==> src/include/power_mode_controller_regs.svh <==
// Purpose: Register map, field positions, reset values and timing counts
// Assumes: 32-bit APB data, byte addresses, one register per aligned word
// Notes:   Definitions only
`ifndef POWER_MODE_CONTROLLER_REGS_SVH
`define POWER_MODE_CONTROLLER_REGS_SVH

// Register byte offsets
`define PMC_MODE_OFF       8'h00
`define PMC_ACT_TMPL_OFF   8'h04
`define PMC_ALT_TMPL_OFF   8'h08
`define PMC_WAKE_EN_OFF    8'h0C
`define PMC_STATUS_OFF     8'h10
`define PMC_BOOST_OFF      8'h14
`define PMC_TW_PERIOD_OFF  8'h18
`define PMC_CPU_OFF_OFF    8'h1C

// Requested mode codes in the mode register
`define PMC_MODE_ACTIVE    2'h0
`define PMC_MODE_ALT       2'h1
`define PMC_MODE_SLEEP     2'h2
`define PMC_MODE_HIB       2'h3

// Template layout: bit 0 is the processor, bit 1 the flash
`define PMC_TMPL_W         16
`define PMC_TMPL_CPU_BIT   0
`define PMC_ACT_TMPL_RST   16'hFFFF
`define PMC_ALT_TMPL_RST   16'hFFFC

// Wake enable layout follows wake_src_s, 7 bits
`define PMC_WAKE_W         7
`define PMC_WAKE_EN_RST    7'h7F

// Boost register: [5:0] voltage code, [8] sleep standby, [9] run in hibernate
`define PMC_VSEL_W         6
`define PMC_VSEL_MAX       6'h20
`define PMC_VSEL_RST       6'h00
`define PMC_BOOST_STBY_BIT 8
`define PMC_BOOST_HIB_BIT  9
`define PMC_BOOST_BASE_MV  1800
`define PMC_BOOST_STEP_MV  100

// Timewheel period in clock cycles
`define PMC_TW_W           16
`define PMC_TW_RST         16'h03E8

// Timing: clock rate, resume times in microseconds, entry length
`define PMC_CLK_MHZ        100
`define PMC_SLEEP_RES_US   15
`define PMC_SLEEP_RES_CYC  (`PMC_SLEEP_RES_US * `PMC_CLK_MHZ)
`define PMC_HIB_RES_US     100
`define PMC_HIB_RES_CYC    (`PMC_HIB_RES_US * `PMC_CLK_MHZ - 1)
`define PMC_ENTRY_CYC      4

`endif

==> src/include/power_mode_pkg.sv <==
// Purpose: Types shared by the power mode controller and its bench
// Assumes: Constants live in power_mode_controller_regs.svh
// Notes:   No numbers here beyond widths of the types
package power_mode_pkg;

  // Controller states
  typedef enum logic [2:0] {
    st_active,
    st_alt,
    st_enter,
    st_sleep,
    st_hib,
    st_resume
  } pmc_state_e;

  // Boost converter operating mode
  typedef enum logic [1:0] {
    boost_off,
    boost_standby,
    boost_active
  } boost_mode_e;

  // Wakeup sources, high means event present
  typedef struct packed {
    logic precise_voltage_reset;
    logic watchdog_reset_source;
    logic external_reset;
    logic pin_irq;
    logic timewheel;
    logic supervisor_irq;
    logic periph_irq;
  } wake_src_s;

endpackage

==> src/hdl/power_mode_controller.sv <==
// Purpose: Global power mode controller with clock templates and boost control
// Assumes: 100 MHz pclk, APB slave with one wait-free access phase
// Notes:   Wake inputs arrive from other domains and are filtered
//
// Behaviour
// - Active mode follows active template bits
// - Disabled resources get clocks gated
// - Template writes apply immediately
// - Processor may disable itself; wake re-enables
// - Wake returns to active, processor on
// - Boot mode is active
// - Alternate active uses its own template
// - Sleep resume within 15 us
// - Hibernate retains state and holds pins
// - Only pin interrupt wakes hibernate
// - Hibernate resume under 100 us
// - Enabled interrupt or reset sources wake
// - Peripheral, supervisor, timewheel, pin interrupts
// - Timewheel raises periodic wakeups
// - Reset pin, watchdog, precise reset wake
// - Boost voltage 1.8 V in 100 mV steps
// - Boost modes active and standby
// - Boost active in active modes
// - Sleep standby forces periodic refresh wake
// - Hibernate boost only active or off
// - Separate template per active mode
// - Sleep gates all resources
//
// Implementation choices: the register offsets and register access over APB.
`include "power_mode_controller_regs.svh"
`timescale 1ns/1ps

module power_mode_controller #(
  parameter int unsigned HIB_RES_CYCLES = `PMC_HIB_RES_CYC  // Hibernate resume count
) (
  input  wire logic                   pclk,
  input  wire logic                   presetn,
  input  wire logic                   psel,
  input  wire logic                   penable,
  input  wire logic                   pwrite,
  input  wire logic [7:0]             paddr,
  input  wire logic [31:0]            pwdata,
  output logic      [31:0]            prdata,
  output logic                        pready,
  output logic                        pslverr,
  input  wire logic                   periph_irq,
  input  wire logic                   supervisor_irq,
  input  wire logic                   pin_irq,
  input  wire logic                   external_reset_pin_n,
  input  wire logic                   watchdog_reset_source,
  input  wire logic                   precise_voltage_reset,
  output logic [`PMC_TMPL_W-1:0]      clk_en,
  output logic                        cpu_en,
  output logic [1:0]                  chip_mode,
  output logic                        io_hold,
  output logic                        retain,
  output power_mode_pkg::boost_mode_e boost_mode,
  output logic [`PMC_VSEL_W-1:0]      boost_vsel
);

  // Register file
  logic [`PMC_TMPL_W-1:0] act_tmpl_reg;   // Active template
  logic [`PMC_TMPL_W-1:0] alt_tmpl_reg;   // Alternate active template
  logic [`PMC_WAKE_W-1:0] wake_en_reg;    // Wake source enables
  logic [`PMC_VSEL_W-1:0] vsel_reg;       // Boost voltage code
  logic                   boost_stby_reg; // Use standby while asleep
  logic                   boost_hib_reg;  // Keep boost active in hibernate
  logic [`PMC_TW_W-1:0]   tw_period_reg;  // Timewheel period
  logic                   cpu_off_reg;    // Processor switched itself off
  logic                   cpu_force_reg;  // Processor forced on after wake
  logic [1:0]             target_reg;     // Low-power mode being entered

  // State and counters
  power_mode_pkg::pmc_state_e state_reg;
  logic [15:0]            cnt_reg;        // Entry and resume counter
  logic [`PMC_TW_W-1:0]   tw_cnt_reg;     // Timewheel counter
  logic                   tw_tick;        // One-cycle timewheel pulse

  // Synchronisers and filter
  logic [5:0]             sync1_reg;
  logic [5:0]             sync2_reg;
  logic [5:0]             sync3_reg;
  logic [5:0]             filt_reg;       // Debounced level
  logic [5:0]             filt_d_reg;     // For edge detection
  power_mode_pkg::wake_src_s wake_raw;    // Rising edges plus tick
  power_mode_pkg::wake_src_s wake_hib;    // Sources allowed in hibernate
  logic                   wake_any;       // Wake in running or sleep states
  logic                   wake_hib_any;   // Wake in hibernate

  // APB decode
  logic                   apb_setup;
  logic                   apb_wr;
  logic                   apb_valid;
  logic [31:0]            rd_mux;

  // Synchronisers: three stages per input, external reset inverted first
  always_ff @(posedge pclk or negedge presetn) begin
    if (!presetn) begin
      sync1_reg <= 6'h00;
      sync2_reg <= 6'h00;
      sync3_reg <= 6'h00;
    end else begin
      sync1_reg <= {precise_voltage_reset, watchdog_reset_source,
                    ~external_reset_pin_n, pin_irq, supervisor_irq, periph_irq};
      sync2_reg <= sync1_reg;
      sync3_reg <= sync2_reg;
    end
  end

  // A change counts only once stages two and three agree
  always_ff @(posedge pclk or negedge presetn) begin
    if (!presetn) begin
      filt_reg   <= 6'h00;
      filt_d_reg <= 6'h00;
    end else begin
      for (int i = 0; i < 6; i++) begin
        if (sync2_reg[i] == sync3_reg[i]) begin
          filt_reg[i] <= sync3_reg[i];
        end
      end
      filt_d_reg <= filt_reg;
    end
  end

  // Edge-based events so a held level cannot re-wake after every entry
  always_comb begin
    logic [5:0] rise;
    rise = filt_reg & ~filt_d_reg;
    wake_raw.periph_irq            = rise[0];
    wake_raw.supervisor_irq        = rise[1];
    wake_raw.pin_irq               = rise[2];
    wake_raw.external_reset        = rise[3];
    wake_raw.watchdog_reset_source = rise[4];
    wake_raw.precise_voltage_reset = rise[5];
    wake_raw.timewheel             = tw_tick;
    wake_hib                       = '0;
    wake_hib.pin_irq               = rise[2];
  end

  // Standby boost in sleep forces the timewheel on for refresh wakes
  assign wake_any = |(wake_raw & (wake_en_reg |
                    ((state_reg == power_mode_pkg::st_sleep && boost_stby_reg) ?
                     `PMC_WAKE_W'(4) : `PMC_WAKE_W'(0))));
  assign wake_hib_any = |(wake_hib & wake_en_reg);

  // Timewheel: stops in hibernate, where no clocks run
  always_ff @(posedge pclk or negedge presetn) begin
    if (!presetn) begin
      tw_cnt_reg <= '0;
    end else if (state_reg == power_mode_pkg::st_hib || tw_tick) begin
      tw_cnt_reg <= '0;
    end else begin
      tw_cnt_reg <= tw_cnt_reg + `PMC_TW_W'(1);
    end
  end
  assign tw_tick = (tw_period_reg != '0) && (tw_cnt_reg == tw_period_reg - `PMC_TW_W'(1));

  // APB strobes
  assign apb_setup = psel & ~penable;
  assign apb_wr    = psel & penable & pready & pwrite;

  // Word decode of implemented offsets
  function automatic logic addr_ok(input logic [7:0] a);
    case (a)
      `PMC_MODE_OFF, `PMC_ACT_TMPL_OFF, `PMC_ALT_TMPL_OFF, `PMC_WAKE_EN_OFF,
      `PMC_STATUS_OFF, `PMC_BOOST_OFF, `PMC_TW_PERIOD_OFF, `PMC_CPU_OFF_OFF: addr_ok = 1'b1;
      default: addr_ok = 1'b0;
    endcase
  endfunction
  assign apb_valid = addr_ok(paddr);

  // Maps the state onto the visible mode code
  function automatic logic [1:0] mode_of(input power_mode_pkg::pmc_state_e s,
                                         input logic [1:0] tgt);
    case (s)
      power_mode_pkg::st_alt:   mode_of = `PMC_MODE_ALT;
      power_mode_pkg::st_sleep: mode_of = `PMC_MODE_SLEEP;
      power_mode_pkg::st_hib:   mode_of = `PMC_MODE_HIB;
      power_mode_pkg::st_enter: mode_of = tgt;
      // Still resuming: the mode being left stays visible until active
      power_mode_pkg::st_resume: mode_of = tgt;
      default:                  mode_of = `PMC_MODE_ACTIVE;
    endcase
  endfunction

  // Read mux; status shows state, processor and boost
  always_comb begin
    rd_mux = 32'h0000_0000;
    case (paddr)
      `PMC_MODE_OFF:      rd_mux[1:0] = mode_of(state_reg, target_reg);
      `PMC_ACT_TMPL_OFF:  rd_mux[`PMC_TMPL_W-1:0] = act_tmpl_reg;
      `PMC_ALT_TMPL_OFF:  rd_mux[`PMC_TMPL_W-1:0] = alt_tmpl_reg;
      `PMC_WAKE_EN_OFF:   rd_mux[`PMC_WAKE_W-1:0] = wake_en_reg;
      `PMC_STATUS_OFF:    rd_mux[7:0] = {boost_mode, cpu_en, 2'h0, state_reg};
      `PMC_BOOST_OFF:     rd_mux[9:0] = {boost_hib_reg, boost_stby_reg, 2'h0, vsel_reg};
      `PMC_TW_PERIOD_OFF: rd_mux[`PMC_TW_W-1:0] = tw_period_reg;
      `PMC_CPU_OFF_OFF:   rd_mux[0] = cpu_off_reg;
      default:            rd_mux = 32'h0000_0000;
    endcase
  end

  // APB answer: ready in the first access cycle, error on unmapped address
  always_ff @(posedge pclk or negedge presetn) begin
    if (!presetn) begin
      pready  <= 1'b0;
      pslverr <= 1'b0;
      prdata  <= 32'h0000_0000;
    end else if (apb_setup) begin
      pready  <= 1'b1;
      pslverr <= ~apb_valid;
      prdata  <= pwrite ? 32'h0000_0000 : rd_mux;
    end else begin
      pready  <= 1'b0;
      pslverr <= 1'b0;
    end
  end

  // Configuration registers; template writes act at once
  always_ff @(posedge pclk or negedge presetn) begin
    if (!presetn) begin
      act_tmpl_reg   <= `PMC_ACT_TMPL_RST;
      alt_tmpl_reg   <= `PMC_ALT_TMPL_RST;
      wake_en_reg    <= `PMC_WAKE_EN_RST;
      vsel_reg       <= `PMC_VSEL_RST;
      boost_stby_reg <= 1'b0;
      boost_hib_reg  <= 1'b0;
      tw_period_reg  <= `PMC_TW_RST;
    end else if (apb_wr) begin
      case (paddr)
        `PMC_ACT_TMPL_OFF:  act_tmpl_reg  <= pwdata[`PMC_TMPL_W-1:0];
        `PMC_ALT_TMPL_OFF:  alt_tmpl_reg  <= pwdata[`PMC_TMPL_W-1:0];
        `PMC_WAKE_EN_OFF:   wake_en_reg   <= pwdata[`PMC_WAKE_W-1:0];
        `PMC_TW_PERIOD_OFF: tw_period_reg <= pwdata[`PMC_TW_W-1:0];
        `PMC_BOOST_OFF: begin
          // Codes past 5.0 V clamp to the top step
          vsel_reg <= (pwdata[`PMC_VSEL_W-1:0] > `PMC_VSEL_MAX) ?
                      `PMC_VSEL_MAX : pwdata[`PMC_VSEL_W-1:0];
          boost_stby_reg <= pwdata[`PMC_BOOST_STBY_BIT];
          boost_hib_reg  <= pwdata[`PMC_BOOST_HIB_BIT];
        end
        default: begin
        end
      endcase
    end
  end

  // Processor self-disable and forced enable; a wake beats a same-cycle write
  always_ff @(posedge pclk or negedge presetn) begin
    if (!presetn) begin
      cpu_off_reg   <= 1'b0;
      cpu_force_reg <= 1'b0;
    end else if (wake_any || wake_hib_any) begin
      cpu_off_reg   <= 1'b0;
      cpu_force_reg <= 1'b1;
    end else if (apb_wr && paddr == `PMC_CPU_OFF_OFF) begin
      cpu_off_reg   <= pwdata[0];
      cpu_force_reg <= 1'b0;
    end else if (apb_wr && (paddr == `PMC_ACT_TMPL_OFF || paddr == `PMC_ALT_TMPL_OFF)) begin
      cpu_force_reg <= 1'b0;  // Firmware takes the processor bit back
    end
  end

  // Mode sequencer
  always_ff @(posedge pclk or negedge presetn) begin
    if (!presetn) begin
      state_reg  <= power_mode_pkg::st_active;
      target_reg <= `PMC_MODE_ACTIVE;
      cnt_reg    <= 16'h0000;
    end else begin
      case (state_reg)
        power_mode_pkg::st_active, power_mode_pkg::st_alt: begin
          if (wake_any) begin
            state_reg <= power_mode_pkg::st_active;
          end else if (apb_wr && paddr == `PMC_MODE_OFF) begin
            case (pwdata[1:0])
              `PMC_MODE_ACTIVE: state_reg <= power_mode_pkg::st_active;
              `PMC_MODE_ALT:    state_reg <= power_mode_pkg::st_alt;
              default: begin
                state_reg  <= power_mode_pkg::st_enter;
                target_reg <= pwdata[1:0];
                cnt_reg    <= 16'(`PMC_ENTRY_CYC - 1);
              end
            endcase
          end
        end
        power_mode_pkg::st_enter: begin
          if (wake_any) begin
            state_reg <= power_mode_pkg::st_active;
          end else if (cnt_reg != 16'h0000) begin
            cnt_reg <= cnt_reg - 16'h0001;
          end else if (target_reg == `PMC_MODE_HIB) begin
            state_reg <= power_mode_pkg::st_hib;
          end else begin
            state_reg <= power_mode_pkg::st_sleep;
          end
        end
        power_mode_pkg::st_sleep: begin
          if (wake_any) begin
            state_reg <= power_mode_pkg::st_resume;
            cnt_reg   <= 16'(`PMC_SLEEP_RES_CYC - 1);
          end
        end
        power_mode_pkg::st_hib: begin
          if (wake_hib_any) begin
            state_reg <= power_mode_pkg::st_resume;
            cnt_reg   <= 16'(HIB_RES_CYCLES - 1);
          end
        end
        power_mode_pkg::st_resume: begin
          if (cnt_reg != 16'h0000) begin
            cnt_reg <= cnt_reg - 16'h0001;
          end else begin
            state_reg <= power_mode_pkg::st_active;
          end
        end
        default: state_reg <= power_mode_pkg::st_active;
      endcase
    end
  end

  // Clock gates, processor enable and retention outputs
  always_ff @(posedge pclk or negedge presetn) begin
    if (!presetn) begin
      clk_en    <= `PMC_ACT_TMPL_RST;
      cpu_en    <= 1'b1;
      chip_mode <= `PMC_MODE_ACTIVE;
      io_hold   <= 1'b0;
      retain    <= 1'b0;
    end else begin
      chip_mode <= mode_of(state_reg, target_reg);
      io_hold   <= (state_reg == power_mode_pkg::st_hib);
      retain    <= (state_reg == power_mode_pkg::st_hib) ||
                   (state_reg == power_mode_pkg::st_sleep);
      case (state_reg)
        power_mode_pkg::st_active: begin
          clk_en <= act_tmpl_reg;
          cpu_en <= cpu_force_reg | (act_tmpl_reg[`PMC_TMPL_CPU_BIT] & ~cpu_off_reg);
        end
        power_mode_pkg::st_alt: begin
          clk_en <= alt_tmpl_reg;
          cpu_en <= cpu_force_reg | (alt_tmpl_reg[`PMC_TMPL_CPU_BIT] & ~cpu_off_reg);
        end
        default: begin
          clk_en <= '0;
          cpu_en <= 1'b0;
        end
      endcase
    end
  end

  // Boost mode follows the sequencer state; voltage follows the boost register
  always_ff @(posedge pclk or negedge presetn) begin
    if (!presetn) begin
      boost_mode <= power_mode_pkg::boost_active;
      boost_vsel <= `PMC_VSEL_RST;
    end else begin
      boost_vsel <= vsel_reg;
      case (state_reg)
        power_mode_pkg::st_sleep:
          boost_mode <= boost_stby_reg ? power_mode_pkg::boost_standby :
                        power_mode_pkg::boost_active;
        power_mode_pkg::st_hib:
          boost_mode <= boost_hib_reg ? power_mode_pkg::boost_active :
                        power_mode_pkg::boost_off;
        default: boost_mode <= power_mode_pkg::boost_active;
      endcase
    end
  end

  // Assertion helper: counts resume cycles after a sleep wake
  logic [15:0] res_len_reg;   // Cycles spent in resume so far
  logic        res_sleep_reg; // Current resume started from sleep
  always_ff @(posedge pclk or negedge presetn) begin
    if (!presetn) begin
      res_len_reg   <= 16'h0000;
      res_sleep_reg <= 1'b0;
    end else if (state_reg == power_mode_pkg::st_sleep && wake_any) begin
      res_len_reg   <= 16'h0000;
      res_sleep_reg <= 1'b1;
    end else if (state_reg == power_mode_pkg::st_resume) begin
      res_len_reg   <= res_len_reg + 16'h0001;
    end else if (state_reg == power_mode_pkg::st_hib) begin
      res_sleep_reg <= 1'b0;
    end
  end
endmodule // power_mode_controller

==> config.mk <==
export PLATFORM = sky130hd
export DESIGN_NAME = power_mode_controller
export DESIGN_NICKNAME = d
export VERILOG_FILES = /design/src/include/power_mode_pkg.sv /design/src/hdl/power_mode_controller.sv
export VERILOG_INCLUDE_DIRS = /design/src /design/src/include
export SDC_FILE = /design/constraint.sdc
export NUM_CORES = 1
export LEC_CHECK = 0
export CAP_MARGIN = 40
export CORE_ASPECT_RATIO = 0.6
export CORE_MARGIN = 2
export CORE_UTILIZATION = 60
export CTS_BUF_LIST = sky130_fd_sc_hd__clkbuf_8
export CTS_CLUSTER_DIAMETER = 100
export CTS_CLUSTER_SIZE = 8
export DETAILED_ROUTE_END_ITERATION = 7
export DONT_BUFFER_PORTS = 1
export GPL_TIMING_DRIVEN = 0
export HOLD_SLACK_MARGIN = 0.05
export PLACE_DENSITY = 0.8
export SYNTH_ARGS = -nofsm -noshare
export SYNTH_HDL_FRONTEND = slang
export SYNTH_SLANG_ARGS = --single-unit
==> constraint.sdc <==
create_clock -name pclk -period 3.9 [get_ports pclk]
set_input_delay 0.195 -clock pclk [delete_from_list [all_inputs] [get_ports pclk]]
set_output_delay 0.195 -clock pclk [all_outputs]
set_load 0.01 [all_outputs]
Word level (Yosys, flattened, before mapping)
Memories as Yosys holds them, arrays and structs flattened. Index checks and enable logic that the tools add are counted.

Register bits: 195. ROM bits: 32. Bits of input ports: 51. Output and inout port bits: 63. Memories kept: 1.

Memory list: (name not given) (depth 32, bits a word 1, read ports 1, clocked after Yosys merged registers in 0, wr ports 0, RTL line power_mode_controller.sv:164) `case (a)`.

$add $sub $neg: 3. Order comparisons: 1. Equal/unequal tests: 30. Muxes and demuxes: 42. Bitwise logic cells: 19. Reduce and logical (&&, ||, !) cells: 31.

Operators with widths (count): $mux W16 (9); $pmux W16 S5 (1); $eq A8 B5 Y1 const B (4); $pmux W16 S2 (1); $reduce_bool A16 Y1 (2); $sub A16 B1 Y16 const B (2); $pmux W5 S6 (1); $mux W3 (9); $pmux W6 S3 (1); $add A16 B1 Y16 const B (1); $eq A16 B16 Y1 (1); $eq A8 B4 Y1 const B (2); $pmux W2 S4 (2); $pmux W3 S5 (1); $ne A2 B2 Y1 const B (7); $reduce_or A7 Y1 (2); $reduce_and A2 Y1 (5); $eq A8 B3 Y1 const B (1); $logic_not A8 Y1 (1); $mux W1 (8); $pmux W1 S8 (1); $pmux W2 S2 (2); $and A4 B7 Y7 (1); $and A7 B7 Y7 (1); 30 further kinds (60).

Logic depth before layout (Yosys ltp)
Depth after elaboration: 8. Mapped depth: 12.

Worst setup path before layout
Ideal clock, no wire load.

Path type: reg-to-reg. Start point: reg tw_period_reg[0]. End point: reg cnt_reg[1]. Arrival time: 2766 ps. Required time: 3775 ps. Setup slack: 1009 ps. Cell stages (with the launch flop): 12. Clock period less this slack: 2891 ps. Path through: dfrtp_1 -> inv_1 -> ha_1 -> nor3b_1 -> nand3_1 -> or3_1 -> a22oi_1 -> nand4_1 -> a31oi_4 -> or2_1 -> buf_6 -> mux2_4.

Word-level cells in the longest chain between the ends: 7.

RTL lines: start, declared (RTL line power_mode_controller.sv:68) `` logic [`PMC_TW_W-1:0] tw_period_reg; ``; start signal, assigned (RTL line power_mode_controller.sv:227) `` tw_period_reg <= `PMC_TW_RST; ``; start signal, assigned (RTL line power_mode_controller.sv:233) `` `PMC_TW_PERIOD_OFF: tw_period_reg <= pwdata[`PMC_TW_W-1:0]; ``; $sub A16 B1 Y16 (RTL line power_mode_controller.sv:156) `` assign tw_tick = (tw_period_reg != '0) && (tw_cnt_reg == tw_period_reg - `PMC_TW_W'(1)); ``; $eq A16 B16 Y1 (RTL line power_mode_controller.sv:156); $logic_and A1 B1 Y1 (*) (RTL line power_mode_controller.sv:156); $and A7 B7 Y7 (*) (RTL line power_mode_controller.sv:141) `assign wake_any = |(wake_raw & (wake_en_reg |`; $reduce_or A7 Y1 (*) (RTL line power_mode_controller.sv:141); $ne A2 B2 Y1 (no line); $reduce_and A7 Y1 (no line) (*); end signal, assigned (RTL line power_mode_controller.sv:281) `` cnt_reg <= 16'(`PMC_ENTRY_CYC - 1); ``; end signal, assigned (RTL line power_mode_controller.sv:290) `cnt_reg <= cnt_reg - 16'h0001;`; end signal, assigned (RTL line power_mode_controller.sv:300) `` cnt_reg <= 16'(`PMC_SLEEP_RES_CYC - 1); ``; end, declared (RTL line power_mode_controller.sv:75) `logic [15:0] cnt_reg;`.

Every way passes the cells marked *; elsewhere a longest branch is shown, timed or not. A chain may end at the register's enable or synchronous reset.

Worst setup path after layout
Start point: reg tw_period_reg[0]. End point: reg cnt_reg[2].

Same word-level chain as after synthesis.

==> summary.txt <==
Status
  • Status: complete, but fails checks
  • Failing checks: negative hold slack

Cells and area
  • Final Non-Filler Cells: 1068
  • Fillcell total: 1055
  • Area Growth Syn to Fin: 11.4%
  • Final #Nets: 918
  • Share of cells above drive strength 1: 0.231
  • N_diodes: 0

Setup path
  • CP Capture Type: flip-flop
  • Path depth of the worst reg2reg path: 11
  • Crit path max-delay cell type: nor3b_1
  • Critical Path Fanout Max: 10
  • Arr. time, crit path: 4.01 ns
  • CP Class: flip-flop to flip-flop
  • Max incr delay on CP: 0.58 ns
  • Reg2reg end: cnt_reg[2]
  • CP Cell Sequence: inv_1 -> ha_1 -> nor3b_1 -> nand3_1 -> or3_1 -> a22oi_1 -> nand4_1 -> a31oi_4 -> buf_2 -> o32ai_1 -> a21o_1
  • Worst r2r src: tw_period_reg[0]
  • Critical path launch point type: flip-flop
  • Critical Path RT: 4.27 ns
  • R2R setup slack: 0.26 ns

Yosys
  • Avg Synthesized Cell Area: 10.9 µm²
  • Sequential fraction of the synthesis area: 0.525
  • Mapped Area: 8670 µm²
  • Cell variety after synth: 73
  • Post-synthesis compound-gate area fraction: 0.124
  • Yosys top cell area share: 0.340
  • Xor/xnor share of the synthesized area: 0.0313
  • Yosys top cell by area: dfrtp_1
  • Top cells by area, synth: dfrtp_1, dfstp_2, mux2_2, nor2_1, mux2i_1
  • Largest family of logic cells by synthesized area: simple AND/OR/NAND/NOR gates
  • Synth Area in Simple Gates: 0.149
  • Post-synthesis mux area share: 0.113
  • Register bit total from synthesis: 179
  • EDFF count, synth: 0
  • Post-synthesis cell count: 799
  • FFs w/ async S/R, synth: 1.00
  • Most used DFF post-synth: dfrtp_1
  • Yosys warnings: 0
  • Adder-Cell Fraction of Synth Area: 0.0127

Detailed routing
  • DRT antenna net count: 0
  • Residual DRC: 0
  • Vias per cell: 6.31
  • DRT Pass-1 Iters: 5
  • Initial DRC Count: 877
  • Drt wl/cell: 21.3 µm
  • Vias: 6736
  • Total Wirelength: 22.8 mm

GRT
  • Initial antenna violation count: 0
  • Vias in the first global route: 6729
  • All-layer global routing usage: 0.302
  • First-pass GRT wire length: 36.2 mm
  • Overflow after GRT: 0
  • Largest net degree at the start of global routing: 180

Floorplanning
  • Die Span X: 159 µm
  • Die H: 97.1 µm
  • Row count: 33
  • Die ar.: 15500 µm²
  • Core ar.: 13900 µm²
  • # IOs: 114
  • Initial Util: 0.625

Placed design
  • GP Congestion: 0.934
  • Placed insts: 1012
  • Post-detail-place hpwl: 16.4 mm
  • IO Port Bufs: 0

CTS
  • # clock sinks: 179
  • Clk buf depth: 2
  • Clock root cell: clkbuf_8
  • Clk Latency, worst-skew pair: 0.48 ns
  • H-tree levels: 4
  • Clk slew on worst S/H paths: 0.11 ns
  • TritonCTS Buffers: 17
  • Post-CTS Setup Bufs: 0
  • Hold-fix buffers at CTS: 24
  • CTS tree: yes

Power
  • Pwr/cell area: 344 nW/µm²
  • Worst IR Drop VDD: 0.235 mV
  • Leakage: 4.02 nW

STA
  • FMAX: 275 MHz
  • Final clock skew: 0.0177 ns
  • Least-Margin Pin Slew: 0.905 ns
  • Final Cycle Share: 0.933
  • Fin. max-slew vios: 0
  • Setup total negative slack: 0 ns
  • Endpoints failing setup: 0
  • Slew headroom: 0.391
  • Min Hold Slack: -0.602 ns
  • RSZ-0062 raised after global routing: false
  • Tmin final: 3.64 ns
  • Final Hold Fails: 179

Worst hold path
  • Min-Delay Path Class: input pin to async pin

Flow run
  • Max Cap Violations: 0
cell usage in the layout, fill, tap and decap left out, drive strengths merged, types with 21 or more instances in the layout:
cell type	synthesis	final
dfstp	61	61
nand3	25	25
inv	14	21
clkbuf	32	49
nor2	77	77
dlygate4sd3	0	24
mux2i	28	28
buf	29	34
nand2	59	59
mux2	58	58
o21ai	35	35
a21oi	32	32
nor3	21	21
dfrtp	118	118
how the worst max path moves through the flow:
stage / start / to / slack, ns
final: tw_period_reg[0] / cnt_reg[2] / 0.26
after global routing: tw_period_reg[0] / cnt_reg[12] / 0.06
after CTS: tw_period_reg[4] / target_reg[0] / 0.32
after detailed placement: tw_period_reg[2] / target_reg[0] / 0.32
after global placement: paddr[0] / act_tmpl_reg[4] / 0.43
after floorplan: tw_period_reg[0] / cnt_reg[1] / 1.01
Yosys cell counts (5+ instances only):
| cell | instances |
|---|---|
| mux2i_1 | 28 |
| a21oi_1 | 32 |
| nor3_1 | 19 |
| o21ai_1 | 6 |
| buf_4 | 16 |
| nand4_1 | 5 |
| o21ai_0 | 29 |
| and3_1 | 12 |
| inv_1 | 14 |
| a221oi_1 | 5 |
| nand3_1 | 25 |
| xor2_1 | 16 |
| or2_2 | 5 |
| xnor2_1 | 15 |
| nand2b_1 | 10 |
| clkbuf_1 | 32 |
| nor2b_1 | 5 |
| maj3_1 | 6 |
| mux2_2 | 57 |
| o31ai_1 | 15 |
| buf_1 | 7 |
| a31oi_1 | 8 |
| nand2_1 | 59 |
| nor2_1 | 76 |
| nor4_1 | 8 |
| or3_1 | 5 |
| o22ai_1 | 8 |
| a22oi_1 | 13 |
| a22o_1 | 9 |
| dfrtp_1 | 118 |
| dfstp_2 | 61 |
critical path: cells and delay by family, from the launching register on:
family,cells,cell delay (ns)
simple gates,4,1.41
compound gates,4,0.96
flops,1,0.48
buf+inv,2,0.44
fa+ha+maj,1,0.23
repair_timing:
item                                   4_1_cts  5_1_grt
endpoints found under the hold margin      248      179
resized for setup                            0        2
setup endpoints to repair                    0        1
routing by layer:
metal	vias to the layer above	global-route usage	part of all wire
li1	2978	-	-
met1	3353	0.438	0.44
met2	354	0.442	0.43
met3	51	0.0896	0.11
met4	0	0.0951	0.021
met5	-	0	0
cell families after synthesis:
group	count (synthesis)
buffers and inverters	76
adder cells (fa/ha/maj)	10
XOR/XNOR	31
AO/OA/AOI/OAI	156
multiplexers	88
flip-flops	179
other	1
AND/OR/NAND/NOR	258
stage by stage:
step | area [µm²] | power (mW) | hold WS, ns | util | worst slack, ns
4_1_cts | 9650 | 3.32 | -0.613 | 0.696 | 0.324
3_3_place_gp | 8970 | 2.05 | -0.0974 | 0.647 | 0.434
6_report | 9660 | 3.32 | -0.602 | 0.697 | 0.261
2_1_floorplan | 8730 | 2.03 | -0.101 | - | 1.01
3_5_place_dp | 9010 | 2.06 | -0.0985 | 0.650 | 0.321
5_1_grt | 9660 | 3.44 | -0.629 | 0.697 | 0.0636
report_power, final:
group | leakage, nW | internal, mW | switching, mW
clock network | 0.200 | 0.483 | 0.778
logic | 1.68 | 0.0618 | 0.0829
registers | 2.14 | 1.89 | 0.0251
total | 4.02 | 2.44 | 0.886
area by class of cell:
class,count,area [µm²],area share
inverter,15,56.3,0.00583
buffer,61,322,0.0333
timing repair buffer,30,284,0.0294
sequential,179,4560,0.471
multi-input combinational,559,3810,0.394
tap,192,240,0.0249
clock buffer,17,234,0.0242
clock inverter,15,161,0.0167
Note: power is estimated with default switching activity, not from simulation.
